==> src/hw/adc_rate_defines.vh <==
// timing and format constants for the converter rate and sync control
`ifndef ADC_RATE_DEFINES_VH
`define ADC_RATE_DEFINES_VH

// internal oscillator nominal rate in hz and the notch it gives
`define OSC_HZ             153600
`define NOTCH60_HZ         60
`define NOTCH50_HZ         50
// system clock rate in hz
`define MCLK_HZ            50000000
// rate-pin clocks per conversion result
`define CLKS_PER_CONV      20480
`define OSR                256
// rate-pin clocks per modulator sample: 2560 per notch period over 256 samples
`define CLKS_PER_SAMPLE    8'h0a
// result word length in serial clocks
`define RESULT_BITS        24
// internal oscillator half period in system clocks, derived from the rates
`define OSC60_HALF         (`MCLK_HZ / (2 * `OSC_HZ))
// divide before multiplying so the product stays inside 32 bits
`define OSC50_HALF         (`MCLK_HZ / `NOTCH50_HZ * `NOTCH60_HZ / (2 * `OSC_HZ))
// cycles the notch pin may sit still before it counts as a level, not a clock
`define EXT_IDLE_CYC       10'h3e8

`endif

==> src/hw/edge_sync.v <==
// two-stage synchroniser with rise and fall pulses for one pin
`timescale 1ns/10ps
module edge_sync (
  // clock and reset
  input  wire mclk_i,
  input  wire nrst_i,
  // pin side
  input  wire pin_i,
  // synchronised level and edges
  output reg  level_o,
  output wire rise_o,
  output wire fall_o
);

  reg meta_q;
  reg prev_q;

  // first stage is read by the second stage only
  always @(posedge mclk_i) begin
    if (!nrst_i) begin
      meta_q  <= 1'b1;
      level_o <= 1'b1;
      prev_q  <= 1'b1;
    end else begin
      meta_q  <= pin_i;
      level_o <= meta_q;
      prev_q  <= level_o;
    end
  end

  assign rise_o = level_o & ~prev_q;
  assign fall_o = ~level_o & prev_q;

endmodule // edge_sync

==> src/hw/adc_rate_and_sync_control.v <==
// conversion timing, chip-select sync and read-out for the delta-sigma converter
//
// Summary of operation
// RL1: notch pin low 60 hz, high 50 hz
// RL2: internal oscillator nominally 153.6 khz
// RL3: external clock: one result per 20480 cycles
// RL4: modulator samples at 256 times notch
// RL5: chip-select rising edge starts a conversion
// RL6: 24th serial falling edge autostarts conversion
// RL7: host gives at most 23 clocks to avoid
// RL8: serial clock may have any timing
// RL9: shared chip select gives simultaneous sampling
// RL10: separate chip selects spaced evenly interleave
// RL11: serial clock and data lines may be shared
// RL12: common external clock aligns sampling instants
// RL13: each conversion uses only its own period
// RL14: host may return pin low for 60 hz
// RL15: result bit changes on serial falling edge
// RL16: data out released while chip select high
// RL17: short read waits for next chip-select rise
`timescale 1ns/10ps
`include "adc_rate_defines.vh"
module adc_rate_and_sync_control #(
  parameter CONV_CLKS = `CLKS_PER_CONV,
  parameter OSR_N     = `OSR,
  parameter NBITS     = `RESULT_BITS
) (
  // clock and reset
  input  wire        mclk_i,
  input  wire        nrst_i,
  // notch select or external conversion clock
  input  wire        notch_select_clock_pin_i,
  // serial host side
  input  wire        cs_n_i,
  input  wire        sck_i,
  output reg         sdo_o,
  output reg         sdo_oe_o,
  // converter core side
  input  wire [23:0] result_i,
  output reg         mod_sample_o,
  output reg         conv_busy_o,
  output reg         conv_done_o,
  output reg         ext_clk_mode_o,
  output reg         notch50_o
);

  // ----------------------------------------------------------------
  // pin synchronisers
  // ----------------------------------------------------------------
  wire f_lvl, f_rise, f_fall;
  wire cs_lvl, cs_rise, cs_fall;
  wire sck_fall;

  edge_sync u_f (
    .mclk_i (mclk_i),
    .nrst_i (nrst_i),
    .pin_i  (notch_select_clock_pin_i),
    .level_o(f_lvl),
    .rise_o (f_rise),
    .fall_o (f_fall)
  );
  edge_sync u_cs (
    .mclk_i (mclk_i),
    .nrst_i (nrst_i),
    .pin_i  (cs_n_i),
    .level_o(cs_lvl),
    .rise_o (cs_rise),
    .fall_o (cs_fall)
  );
  edge_sync u_sck (
    .mclk_i (mclk_i),
    .nrst_i (nrst_i),
    .pin_i  (sck_i),
    .level_o(),
    .rise_o (),
    .fall_o (sck_fall)
  );

  // ----------------------------------------------------------------
  // rate source: level selects internal notch, toggling means external clock
  // ----------------------------------------------------------------
  localparam [9:0]   IDLE_CYC   = `EXT_IDLE_CYC;
  localparam [7:0]   SAMPLE_DIV = `CLKS_PER_SAMPLE;
  localparam integer HALF60_N   = `OSC60_HALF;
  localparam integer HALF50_N   = `OSC50_HALF;
  localparam [15:0]  HALF60     = HALF60_N[15:0];
  localparam [15:0]  HALF50     = HALF50_N[15:0];

  reg  [9:0]  idle_q;
  reg  [15:0] osc_cnt_q;
  reg         osc_q;
  wire [15:0] half = f_lvl ? HALF50 : HALF60;     // RL1
  wire        int_tick;
  wire        ext_mode = (idle_q != 10'h000);

  // the notch synchroniser leaves reset at one, so a low pin would show a
  // false fall; pin edges count only once the chain holds the real level
  reg  [1:0]  settle_q;
  wire        f_edge = (f_rise | f_fall) & (settle_q == 2'h3);

  always @(posedge mclk_i) begin
    if (!nrst_i) begin
      settle_q <= 2'h0;
    end else if (settle_q != 2'h3) begin
      settle_q <= settle_q + 2'h1;
    end
  end

  // an edge on the pin restarts the idle window; a still pin means a level
  always @(posedge mclk_i) begin
    if (!nrst_i) begin
      idle_q <= 10'h000;
    end else if (f_edge) begin
      idle_q <= IDLE_CYC;
    end else if (idle_q != 10'h000) begin
      idle_q <= idle_q - 10'h001;
    end
  end

  // internal oscillator divided from the system clock
  always @(posedge mclk_i) begin
    if (!nrst_i) begin
      osc_cnt_q <= 16'h0000;
      osc_q     <= 1'b0;
    end else if (osc_cnt_q + 16'h0001 >= half) begin
      osc_cnt_q <= 16'h0000;
      osc_q     <= ~osc_q;                         // RL2
    end else begin
      osc_cnt_q <= osc_cnt_q + 16'h0001;
    end
  end
  assign int_tick = (osc_cnt_q + 16'h0001 >= half) & ~osc_q;

  // one modulator clock: external rising edge or internal oscillator tick
  wire mod_tick = ext_mode ? f_rise : int_tick;   // RL3 RL12

  // ----------------------------------------------------------------
  // conversion sequencer
  // ----------------------------------------------------------------
  localparam [1:0] ST_IDLE = 2'h0;
  localparam [1:0] ST_CONV = 2'h1;
  localparam [1:0] ST_DONE = 2'h2;

  reg  [1:0]  state_q;
  reg  [14:0] conv_cnt_q;
  reg  [7:0]  osr_cnt_q;
  reg  [4:0]  bit_cnt_q;
  reg  [23:0] shift_q;
  wire        auto_start = (state_q == ST_DONE) & ~cs_lvl & sck_fall
                           & (bit_cnt_q == NBITS - 1);          // RL6
  wire        start = cs_rise | auto_start;                     // RL5
  wire        last_clk = (conv_cnt_q == CONV_CLKS - 1);
  // the modulator samples once per ten rate clocks, 256 times per notch period
  wire        mod_sample = (state_q == ST_CONV) & mod_tick & ~cs_rise
                           & (osr_cnt_q == SAMPLE_DIV - 8'h01);   // RL4

  // a fresh start clears the conversion and sample counts so no period leaks into the next
  always @(posedge mclk_i) begin
    if (!nrst_i) begin
      state_q    <= ST_IDLE;
      conv_cnt_q <= 15'h0000;
      osr_cnt_q  <= 8'h00;
    end else begin
      case (state_q)
        ST_IDLE: begin
          if (start) begin
            state_q    <= ST_CONV;
            conv_cnt_q <= 15'h0000;                    // RL13
            osr_cnt_q  <= 8'h00;
          end
        end
        ST_CONV: begin
          if (cs_rise) begin
            conv_cnt_q <= 15'h0000;                    // RL5 RL9 RL10
            osr_cnt_q  <= 8'h00;
          end else if (mod_tick) begin
            if (last_clk) begin
              state_q <= ST_DONE;
            end
            conv_cnt_q <= conv_cnt_q + 15'h0001;
            if (osr_cnt_q == SAMPLE_DIV - 8'h01) begin
              osr_cnt_q <= 8'h00;
            end else begin
              osr_cnt_q <= osr_cnt_q + 8'h01;
            end
          end
        end
        ST_DONE: begin
          // short read leaves us here until chip select rises
          if (start) begin
            state_q    <= ST_CONV;                     // RL17
            conv_cnt_q <= 15'h0000;
            osr_cnt_q  <= 8'h00;
          end
        end
        default: state_q <= ST_IDLE;
      endcase
    end
  end

  // ----------------------------------------------------------------
  // read-out shifter: counts serial falling edges only, so pace is free
  // ----------------------------------------------------------------
  always @(posedge mclk_i) begin
    if (!nrst_i) begin
      bit_cnt_q <= 5'h00;
      shift_q   <= 24'h000000;
    end else if (state_q == ST_CONV && mod_tick && last_clk) begin
      shift_q   <= result_i;
      bit_cnt_q <= 5'h00;
    end else if (cs_fall) begin
      bit_cnt_q <= 5'h00;
    end else if (state_q == ST_DONE && !cs_lvl && sck_fall) begin
      shift_q   <= {shift_q[22:0], 1'b0};            // RL15 RL8
      bit_cnt_q <= bit_cnt_q + 5'h01;
    end
  end

  // ----------------------------------------------------------------
  // registered outputs
  // ----------------------------------------------------------------
  always @(posedge mclk_i) begin
    if (!nrst_i) begin
      sdo_o          <= 1'b0;
      sdo_oe_o       <= 1'b0;
      mod_sample_o   <= 1'b0;
      conv_busy_o    <= 1'b0;
      conv_done_o    <= 1'b0;
      ext_clk_mode_o <= 1'b0;
      notch50_o      <= 1'b0;
    end else begin
      sdo_o          <= shift_q[23];
      sdo_oe_o       <= ~cs_lvl;                    // RL16 RL11
      // one pulse per modulator sample, never on a restart cycle
      mod_sample_o   <= mod_sample;                 // RL4
      conv_busy_o    <= (state_q == ST_CONV);
      conv_done_o    <= (state_q == ST_CONV) & mod_tick & last_clk & ~cs_rise;
      ext_clk_mode_o <= ext_mode;                   // RL14
      notch50_o      <= ~ext_mode & f_lvl;          // RL1
    end
  end

endmodule // adc_rate_and_sync_control

==> config.mk <==
export PLATFORM = sky130hd
export DESIGN_NAME = adc_rate_and_sync_control
export DESIGN_NICKNAME = d
export VERILOG_FILES = /design/src/hw/edge_sync.v /design/src/hw/adc_rate_and_sync_control.v
export VERILOG_INCLUDE_DIRS = /design/src /design/src/hw
export SDC_FILE = /design/constraint.sdc
export NUM_CORES = 1
export LEC_CHECK = 0
export ABC_AREA = 1
export BUFFER_PORTS_ARGS = -buffer_cell sky130_fd_sc_hd__clkbuf_2
export CAP_MARGIN = 10
export CORE_ASPECT_RATIO = 1.1
export CORE_MARGIN = 5
export CORE_UTILIZATION = 40
export CTS_CLUSTER_DIAMETER = 60
export DETAILED_ROUTE_END_ITERATION = 7
export PLACE_DENSITY_LB_ADDON = 0.08
export SLEW_MARGIN = 20
export SYNTH_ARGS = -nofsm -noshare
export SYNTH_HDL_FRONTEND = slang
export SYNTH_SLANG_ARGS = --single-unit
==> constraint.sdc <==
create_clock -name mclk_i -period 2.1 [get_ports mclk_i]
set_input_delay 0.315 -clock mclk_i [delete_from_list [all_inputs] [get_ports mclk_i]]
set_output_delay 0.315 -clock mclk_i [all_outputs]
set_load 0.03 [all_outputs]
==> results.md, run 1 <==
* Outcome: finished, violations left
* Failing checks: negative setup slack
* Depth of the worst register-to-register path at 17
* Stage delay of the slowest cell on the critical path at approximately 0.37 ns
* Min-Delay Path Class: in -> reg
* Cells taking the most area after synthesis: dfxtp_1 (40%), nand2_1 (11%), nor2_1 (9.4%)
* DRT iter0 DRCs at about 250
* Multi-input logic area at 2915 um2
* Hold Crit Endpoint: u_sck.meta_q
* Part of the Yosys area used for sequential elements at 39.80%
* Worst Max-Slew Pin Slew at ~0.58 ns
* Top flip-flop cell by instance count after synthesis: dfxtp_1
* Global route total overflow at 0
* Critical Setup Path Class: reg -> reg
* First-pass GRT wire length at between 20 and 25 mm
* Yosys cell types at 35
* CTS Buffer Depth at 2
* CTS clock-pin slew for the worst setup and hold paths at 0.07 ns
* Largest driver fanout on the critical path at 8
* Worst max-slew margin expressed relative to the limit at 61.57%
* Fin. max-slew vios at 0
* Critical path endpoint category: flip-flop
* Final setup violation count at 55
* Pin count of the biggest net entering global routing at between 50 and 60
* R2R Path End: conv_cnt_q[13]
* Number of nets in the final layout at 887
* Top cell type by total area after synthesis: dfxtp_1
* Leakage power of the design at 2.867 nW
* RePlAce Congestion at 0.8416
* FF-to-FF setup slack at -0.22 ns
* Sequential standard cell area at between 1500 and 2000 um2
* Data arrival time of the critical path at between 2 and 3 ns
* Syn Std Cell Area at between 4000 and 5000 um2
* F_max at approximately 430 MHz
* Cell type group with the largest total delay on the critical path: simple AND/OR/NAND/NOR gates
* Post-DR wirelength/cell at ~13 um
* Total routing usage reported by global routing at between 10% and 20%
* Number of top-level design ports at 36
* FF+latch count, synth at slightly below 100
* Origin of the critical flop-to-flop path: osc_cnt_q[0]
* Width of the chip at 116.4 um
* Count of mapped cells out of synthesis at 730
* Total via count after detailed routing at 4889
* Number of diodes at 0
* Initial antenna violation count at 0
* Filler Cell Count at 1136
* Final worst clock skew at around 0.0077 ns
* Sinks on Clock Net at slightly below 100
* Syn Area/Cell at between 6 and 7 um2
* Cell seen most often among critical-path stages: nand2_1
* Clock buffer count from CTS at 9
* Clock Latency Late Sink at around 0.35 ns
* Post-DRT Antenna Nets at 0
* Smallest setup slack after layout at -0.2156 ns
* Critical path, cell by cell: buf_4, ha_1, o21ai_1, nand2_1, nor2_1, nand2_1, nand2_1, nand2_1, nand2_2, nand3_4, nand3_4, nand3_4, nand2_8, buf_12, clkbuf_16, nand2_1, a21oi_1
* Die Y-Extent at 127.0 um
* Asr flop ratio synth at 0%
* Deepest level of the CTS H-tree at 3
* Core Region at about 12000 um2
* RSZ-0062 raised after global routing: true
* Cell depth of the worst hold path at 2
* Number of global-route vias before repair at roughly 4600
* Number of hold violations in the final report at 0
* IO buf count at 35
* HPWL Detailed at 8.286 mm
* Post-layout min period at between 2 and 2.5 ns
* Pwr dens at approximately 750 nW/um2
* Cell total after placement at 956
* Non-filler instance count after layout at approximately 1000
* Critical path required time at between 2 and 2.5 ns
* Number of placement rows at 42
* Synth warnings at 0
* Stages on worst setup path at 17
* Setup Slack @ Placement at -0.2867 ns
* Number of remaining DRC errors at 0
* Kind of start point of the critical path: flip-flop
* Initial cell density of the core at approximately two fifths
* Worst vdd ir at about 0.69 mV
* Die footprint at around 15000 um2
* Final period util at 110.3%
* CTS tree: built
* Post-synth top area share at around two fifths
* Crit-path slowest cell: dfxtp_4
* Area grow syn2layout at 35.50%
* Share of final-layout standard cells stronger than drive strength 1 at 28.32%
* Number of max-capacitance violations reported at 0
* Number of iterations in the first detailed-routing pass at 4
* Hold Path Origin: sck_i
* Clock Tree Root: clkbuf_16
* Routed Wire Length at about 13 mm
* EDFF count, synth at 0
* Buffer and inverter count on the worst path at 3
* Via-to-Cell Ratio at about 4.9
[sequential cells by signal, indices dropped and copies added, names as in the netlist, 2 cells and up]
signal and flops:
idle_q 10, osr_cnt_q 8, osc_cnt_q 16, conv_cnt_q 15
state_q 2, settle_q 2, shift_q 24, bit_cnt_q 5
[routing by layer]
layer | part of all wire [%] | vias to the layer above | track usage [%]
met5 | 0 | - | 0
met4 | 3.1 | 0 | 7.509
met3 | 2.9 | 20 | 3.500
met2 | 49 | 76 | 28.35
met1 | 45 | 2242 | 21.32
li1 | - | 2551 | -
[stage by stage]
step	hold slack [ns]	TNS, ns	utilization (%)	cell area (um2)	total power [mW]
finish	0.1438	-8.409	55.59	6748	5.037
global route	0.1422	-18.49	55.59	6748	5.321
CTS	0.1389	-8.314	51.79	6287	4.876
detailed placement	0.4025	-10.29	46.94	5698	3.235
global placement	0.3951	-8.489	46.94	5698	3.213
floorplan	0.3920	-1.572	-	5050	2.840
[logic make-up (layout without fill, tap and decap cells)]
kind of cell | after synthesis | count (layout) | synth area share, %
xor gates and xnor gates | 14 | 14 | 2.462
and+or+nand+nor | 407 | 410 | 36.88
AOI/OAI and AO/OA | 66 | 66 | 6.935
other | 1 | 8 | 0.07530
buffers and inverters | 131 | 242 | 10.88
DFF | 99 | 99 | 39.80
adders and majority gates | 11 | 11 | 2.764
muxes | 1 | 1 | 0.2010
[layout by cell type (no fill, tap or decap), types with 3 or more instances in the layout]
master,instances
nand4_1,31
ha_1,8
conb_1,8
clkinv_2,3
nand2_1,138
nand3_4,7
nor3_2,4
clkbuf_2,35
dfxtp_1,94
a31oi_1,6
dfxtp_2,3
nor3_1,24
o21ai_1,9
xnor2_1,3
a21oi_2,11
buf_4,68
nor2_2,19
nor2_1,100
nand3_2,5
nor2_4,13
clkbuf_16,12
xor2_1,10
nand2_2,10
nand3_1,35
clkinv_1,3
or2_2,10
a21oi_1,24
buf_12,4
buf_6,7
inv_2,5
ha_4,3
nand2_8,4
inv_1,98
o21ai_0,12
nand2_4,3
[where the power goes]
| group | internal, mW | total (mW) | switching, mW |
|---|---|---|---|
| clock network | 0.856 | 1.56 | 0.703 |
| registers | 2.02 | 2.11 | 0.0879 |
| logic | 0.617 | 1.37 | 0.755 |
| total | 3.49 | 5.04 | 1.55 |
[synth_stat cells, types with 2 or more instances]
cell      instances
nand2_1         147
xor2_1           11
buf_2             4
nor2_1          125
a31oi_1           6
o21ai_0          21
ha_1             11
nor4_1            4
nand4_1          31
clkinv_1          3
nand3_1          43
buf_4             2
inv_1           102
nor3_1           26
or2_2            11
nor3_2            2
nand2_2           4
a21oi_1          35
inv_2             2
clkbuf_1         13
nor3b_1           2
buf_6             5
dfxtp_1          99
nand3_2           3
nor2_2            3
nor2_4            4
xnor2_1           3
[worst max path at each step]
stage | startpoint | to | slack (ns)
5_1_grt | conv_cnt_q[0] | shift_q[2] | -0.40
2_1_floorplan | osc_cnt_q[0] | shift_q[10] | -0.07
6_report | osc_cnt_q[0] | conv_cnt_q[13] | -0.22
3_5_place_dp | osc_cnt_q[0] | bit_cnt_q[2] | -0.29
4_1_cts | osc_cnt_q[0] | shift_q[12] | -0.19
3_3_place_gp | osc_cnt_q[0] | bit_cnt_q[4] | -0.26
[cell type report]
type                    count  share of cell area, %
well taps                 154                  2.856
repair buffers            119                  14.07
clock buffers              12                  3.801
multi-input cells         510                  43.20
inverters                 107                  6.138
clock inverters             3                 0.2225
flip-flops and latches     99                  29.54
repair inverters            1                 0.1669
[what timing repair did]
item                                    4_1_cts  5_1_grt
endpoints found under the setup margin       56       59
hold buffers                                  0        0
cloned                                        2        5
setup buffers                                17       10
pin swaps                                    18       30
resized for setup                            34       83
Power figures use the tool's default switching activity.
==> inputs of run 2 (changes only) <==
Settings changed: ABC_AREA 1 to unset.
==> run 2 against run 1 <==
Compared with the run above: the run still ends with negative setup slack left; via count is 22% lower; utilization grew 3.3 points; worst hold slack better by 0.011 ns; sequential share of layout area increased by 2.9 points; sequential power decreased by 3%; global-route usage decreased by 0.63 points; highest routed layer unchanged.
==> results.md, run 2 <==
* Fin. max-slew vios at 0 (unchanged)
* Width of the chip at 109.0 um (-6.3%)
* Top Registers: shift_q (24), osc_cnt_q (16), conv_cnt_q (15)
* Filler Cell Count at 919 (-19%)
* Count of mapped cells out of synthesis at 483 (-34%)
* Die footprint at 12960 um2 (-12%)
* Combinational power share at 23.1% (-4.1 points)
* Highest-count cells in the layout ignoring fill and taps: dfxtp_1 (91), buf_4 (56), nand2_1 (43), a21oi_1 (40), clkbuf_2 (35)
* Top post-synthesis cells by count: dfxtp_1 (99), a21oi_1 (55), nand2_1 (48)
* Top-count cell post-synth: dfxtp_1
* Via-to-Cell Ratio at 5.122 (+5.3%)
* Top flip-flop cell by instance count after synthesis: dfxtp_1
* Pin count of the biggest net entering global routing at 32 (-42%)
* Post-DRT Antenna Nets at 0 (unchanged)
* Worst vdd ir at 0.4026 mV (-41%)
* Final period util at 128.7% (+18 points)
* Data arrival time of the critical path at 2.97 ns (+0.37 ns)
* Final worst clock skew at 0.006067 ns (-0.001680 ns)
* Critical path, cell by cell: ha_4, nand2_4, nor2_2, xor2_1, ha_1, o21ai_2, o32a_1, a211oi_4, buf_6, o2111ai_4, or4_1, a21oi_1
* Number of iterations in the first detailed-routing pass at 4 (unchanged)
* Number of hold violations in the final report at 0 (unchanged)
* Sequential standard cell area at 2007 um2 (+0.69%)
* Initial cell density of the core at 41.12% (+0.099 points)
* Deepest level of the CTS H-tree at 3 (unchanged)
* Number of max-capacitance violations reported at 0 (unchanged)
* First-pass GRT wire length at 17.34 mm (-15%)
* Critical path required time at 2.37 ns (-0.02 ns)
* Final setup violation count at 56 (+1.8%)
* Total routing usage reported by global routing at 16.48% (-0.63 points)
* Failing checks: negative setup slack
* Syn Area/Cell at 8.932 um2 (+31%)
* Cell type group with the largest total delay on the critical path: compound AO/OA/AOI/OAI gates
* Sinks on Clock Net at 99 (unchanged)
* Initial antenna violation count at 0 (unchanged)
* Largest driver fanout on the critical path at 5 (-3)
* Routed Wire Length at 10.27 mm (-19%)
* CTS clock-pin slew for the worst setup and hold paths at 0.06 ns (about the same)
* Crit-path slowest cell: or4_1
* Post-DR wirelength/cell at 13.81 um (+9.9%)
* Number of diodes at 0 (unchanged)
* Number of top-level design ports at 36 (unchanged)
* Number of global-route vias before repair at 3722 (-19%)
* CTS Buffer Depth at 2 (unchanged)
* Synth warnings at 0 (unchanged)
* Most common cell after layout, fill and taps aside: dfxtp_1
* Number of placement rows at 39 (-7.1%)
* Syn Std Cell Area at 4314 um2 (-13%)
* Kind of start point of the critical path: flip-flop
* Critical path endpoint category: flip-flop
* Post-Route Hold Slack at 0.1546 ns (+0.01077 ns)
* F_max at 370.1 MHz (-14%)
* Share of power burned in the clock network at 32.9% (+2.0 points)
* Post-synth top area share at 45.94% (+6.1 points)
* Die Y-Extent at 118.9 um (-6.4%)
* Yosys cell types at 53 (+51%)
* Internal Power at 3.359 mW (-3.8%)
* Total via count after detailed routing at 3811 (-22%)
* Cells taking the most area after synthesis: dfxtp_1 (46%), a21oi_1 (6.4%), nand2_1 (4.2%)
* IO buf count at 35 (unchanged)
* Top cell type by total area after synthesis: dfxtp_1
* RePlAce Congestion at 0.8626 (+2.5%)
* FF+latch count, synth at 99 (unchanged)
* Outcome: finished, violations left
* Flip-flop count of the largest register after layout at 24 (unchanged)
* Clock Latency Late Sink at 0.34 ns (about the same)
* Register ranked first by flip-flop count: shift_q
* Clock Tree Root: clkbuf_16
* DRT iter0 DRCs at 171 (-31%)
* Number of remaining DRC errors at 0 (unchanged)
* Min-Delay Path Class: in -> reg
* Core utilization of the finished layout at 58.93% (+3.3 points)
* Buffer and inverter count on the worst path at 1 (-2)
* Critical Setup Path Class: reg -> reg
* Worst max-slew margin expressed relative to the limit at 63.42% (+1.8 points)
* Number of nets in the final layout at 637 (-28%)
* Multi-input logic area at 2710 um2 (-7.0%)
* Clock buffer count from CTS at 9 (unchanged)
* Worst Max-Slew Pin Slew at 0.5446 ns (-0.03122 ns)
* Leakage power of the design at 2.432 nW (-15%)
* Smallest setup slack after layout at -0.6019 ns (-0.3863 ns)
* Stage delay of the slowest cell on the critical path at 0.42 ns (+0.05 ns)
* Share of final-layout standard cells stronger than drive strength 1 at 38.10% (+9.8 points)
* Switching share of total power at 27.61% (-3.1 points)
* HPWL Detailed at 6.803 mm (-18%)
* Asr flop ratio synth at 0% (unchanged)
* Hold buffers post-CTS at 0 (unchanged)
* Pwr dens at 750.6 nW/um2 (+0.55%)
* P_sw at 1.281 mW (-17%)
* RSZ-0062 raised after global routing: true
* Area grow syn2layout at 43.30%
* Relative contribution of sequential cells to total power at 44.1% (+2.3 points)
* Overall power consumption at 4.640 mW (-7.9%)
* CTS tree: built
* Post-layout min period at 2.702 ns (+0.3863 ns)
* Global route total overflow at 0 (unchanged)
* Core Region at 10490 um2 (-14%)
* Part of the Yosys area used for sequential elements at 45.94% (+6.1 points)
* EDFF count, synth at 0 (unchanged)
-- run 2: changes by cell type in the layout (fill, tap and decap cells not counted), sizes merged, moves of 7 or more --
cell and delta:
nand3 -32, nor3 -19, nor2b +7, nor2 -99, nand2b +16, or2 -10
a22oi +23, and2 +8, and3 +16, nand2 -107, a21oi +20, nand4 -24
inv -94
-- run 2: logic make-up (layout without fill, tap and decap cells) --
kind of cell	count (synthesis)	in the layout	share of synthesized area, %
fa+ha+maj	11	11	3.190
other cells	1	8	0.08692
xor+xnor	24	24	4.873
flops	99	99	45.94
compound gates	124	124	18.59
simple gates	187	187	23.12
buf+inv	33	144	3.277
mux	4	4	0.9281
-- run 2: worst reg2reg max path: stages, from the launching register on --
cell,delay (ns)
dfxtp_4,0.37
ha_4,0.17
nand2_4,0.08
nor2_2,0.05
xor2_1,0.15
ha_1,0.29
o21ai_2,0.05
o32a_1,0.34
a211oi_4,0.29
buf_6,0.15
o2111ai_4,0.12
or4_1,0.43
a21oi_1,0.15
-- run 2: layout make-up --
cell class,count,area share (%)
clock buffers,11,3.926
clock inverters,4,0.4453
inverters,10,0.6072
multi-input cells,358,43.84
flip-flops and latches,99,32.46
well taps,143,2.894
repair buffers,119,15.83
-- run 2: path summary, 6_finish.rpt --
kind	end	cells after the start	startpoint	slack (ns)
setup / recovery	osr_cnt_q[7]	12	osc_cnt_q[0]	-0.60
hold / removal	u_cs.meta_q	2	cs_n_i	0.15
setup reg to reg	osr_cnt_q[7]	12	osc_cnt_q[0]	-0.60
hold reg to reg	u_cs.level_o	1	u_cs.meta_q	0.41
-- run 2: stage by stage --
step,setup TNS [ns],cells,instance area (um2),worst slack [ns]
finish,-26.20,744,6182,-0.6019
global route,-34.98,744,6182,-0.7400
global placement,-28.48,709,5145,-0.5857
CTS,-24.98,739,5943,-0.5806
detailed placement,-31.59,709,5145,-0.6582
floorplan,-21.37,490,4383,-0.4660
-- run 2: power by group through the flow --
| stage | clock network [mW] | logic, mW | registers [mW] |
|---|---|---|---|
| floorplan | 0 | 0.484 | 2.13 |
| global placement | 0 | 0.851 | 2.09 |
| detailed placement | 0 | 0.866 | 2.09 |
| CTS | 1.58 | 1.01 | 2.05 |
| global route | 1.65 | 1.17 | 2.06 |
| finish | 1.52 | 1.07 | 2.04 |
-- run 2: what timing repair did --
action / 4_1_cts / 5_1_grt
gates cloned: 4 / 1
pin swaps: 23 / 44
setup buffers: 12 / 9
resized for setup: 80 / 65
endpoints found under the setup margin: 65 / 65
-- run 2: per-layer routing --
layer	track usage, %	up-vias	wire length, um
li1	-	1940	-
met2	26.96	55	4871
met4	6.393	0	166
met5	0	-	0
met1	21.70	1801	4880
met3	2.489	15	355
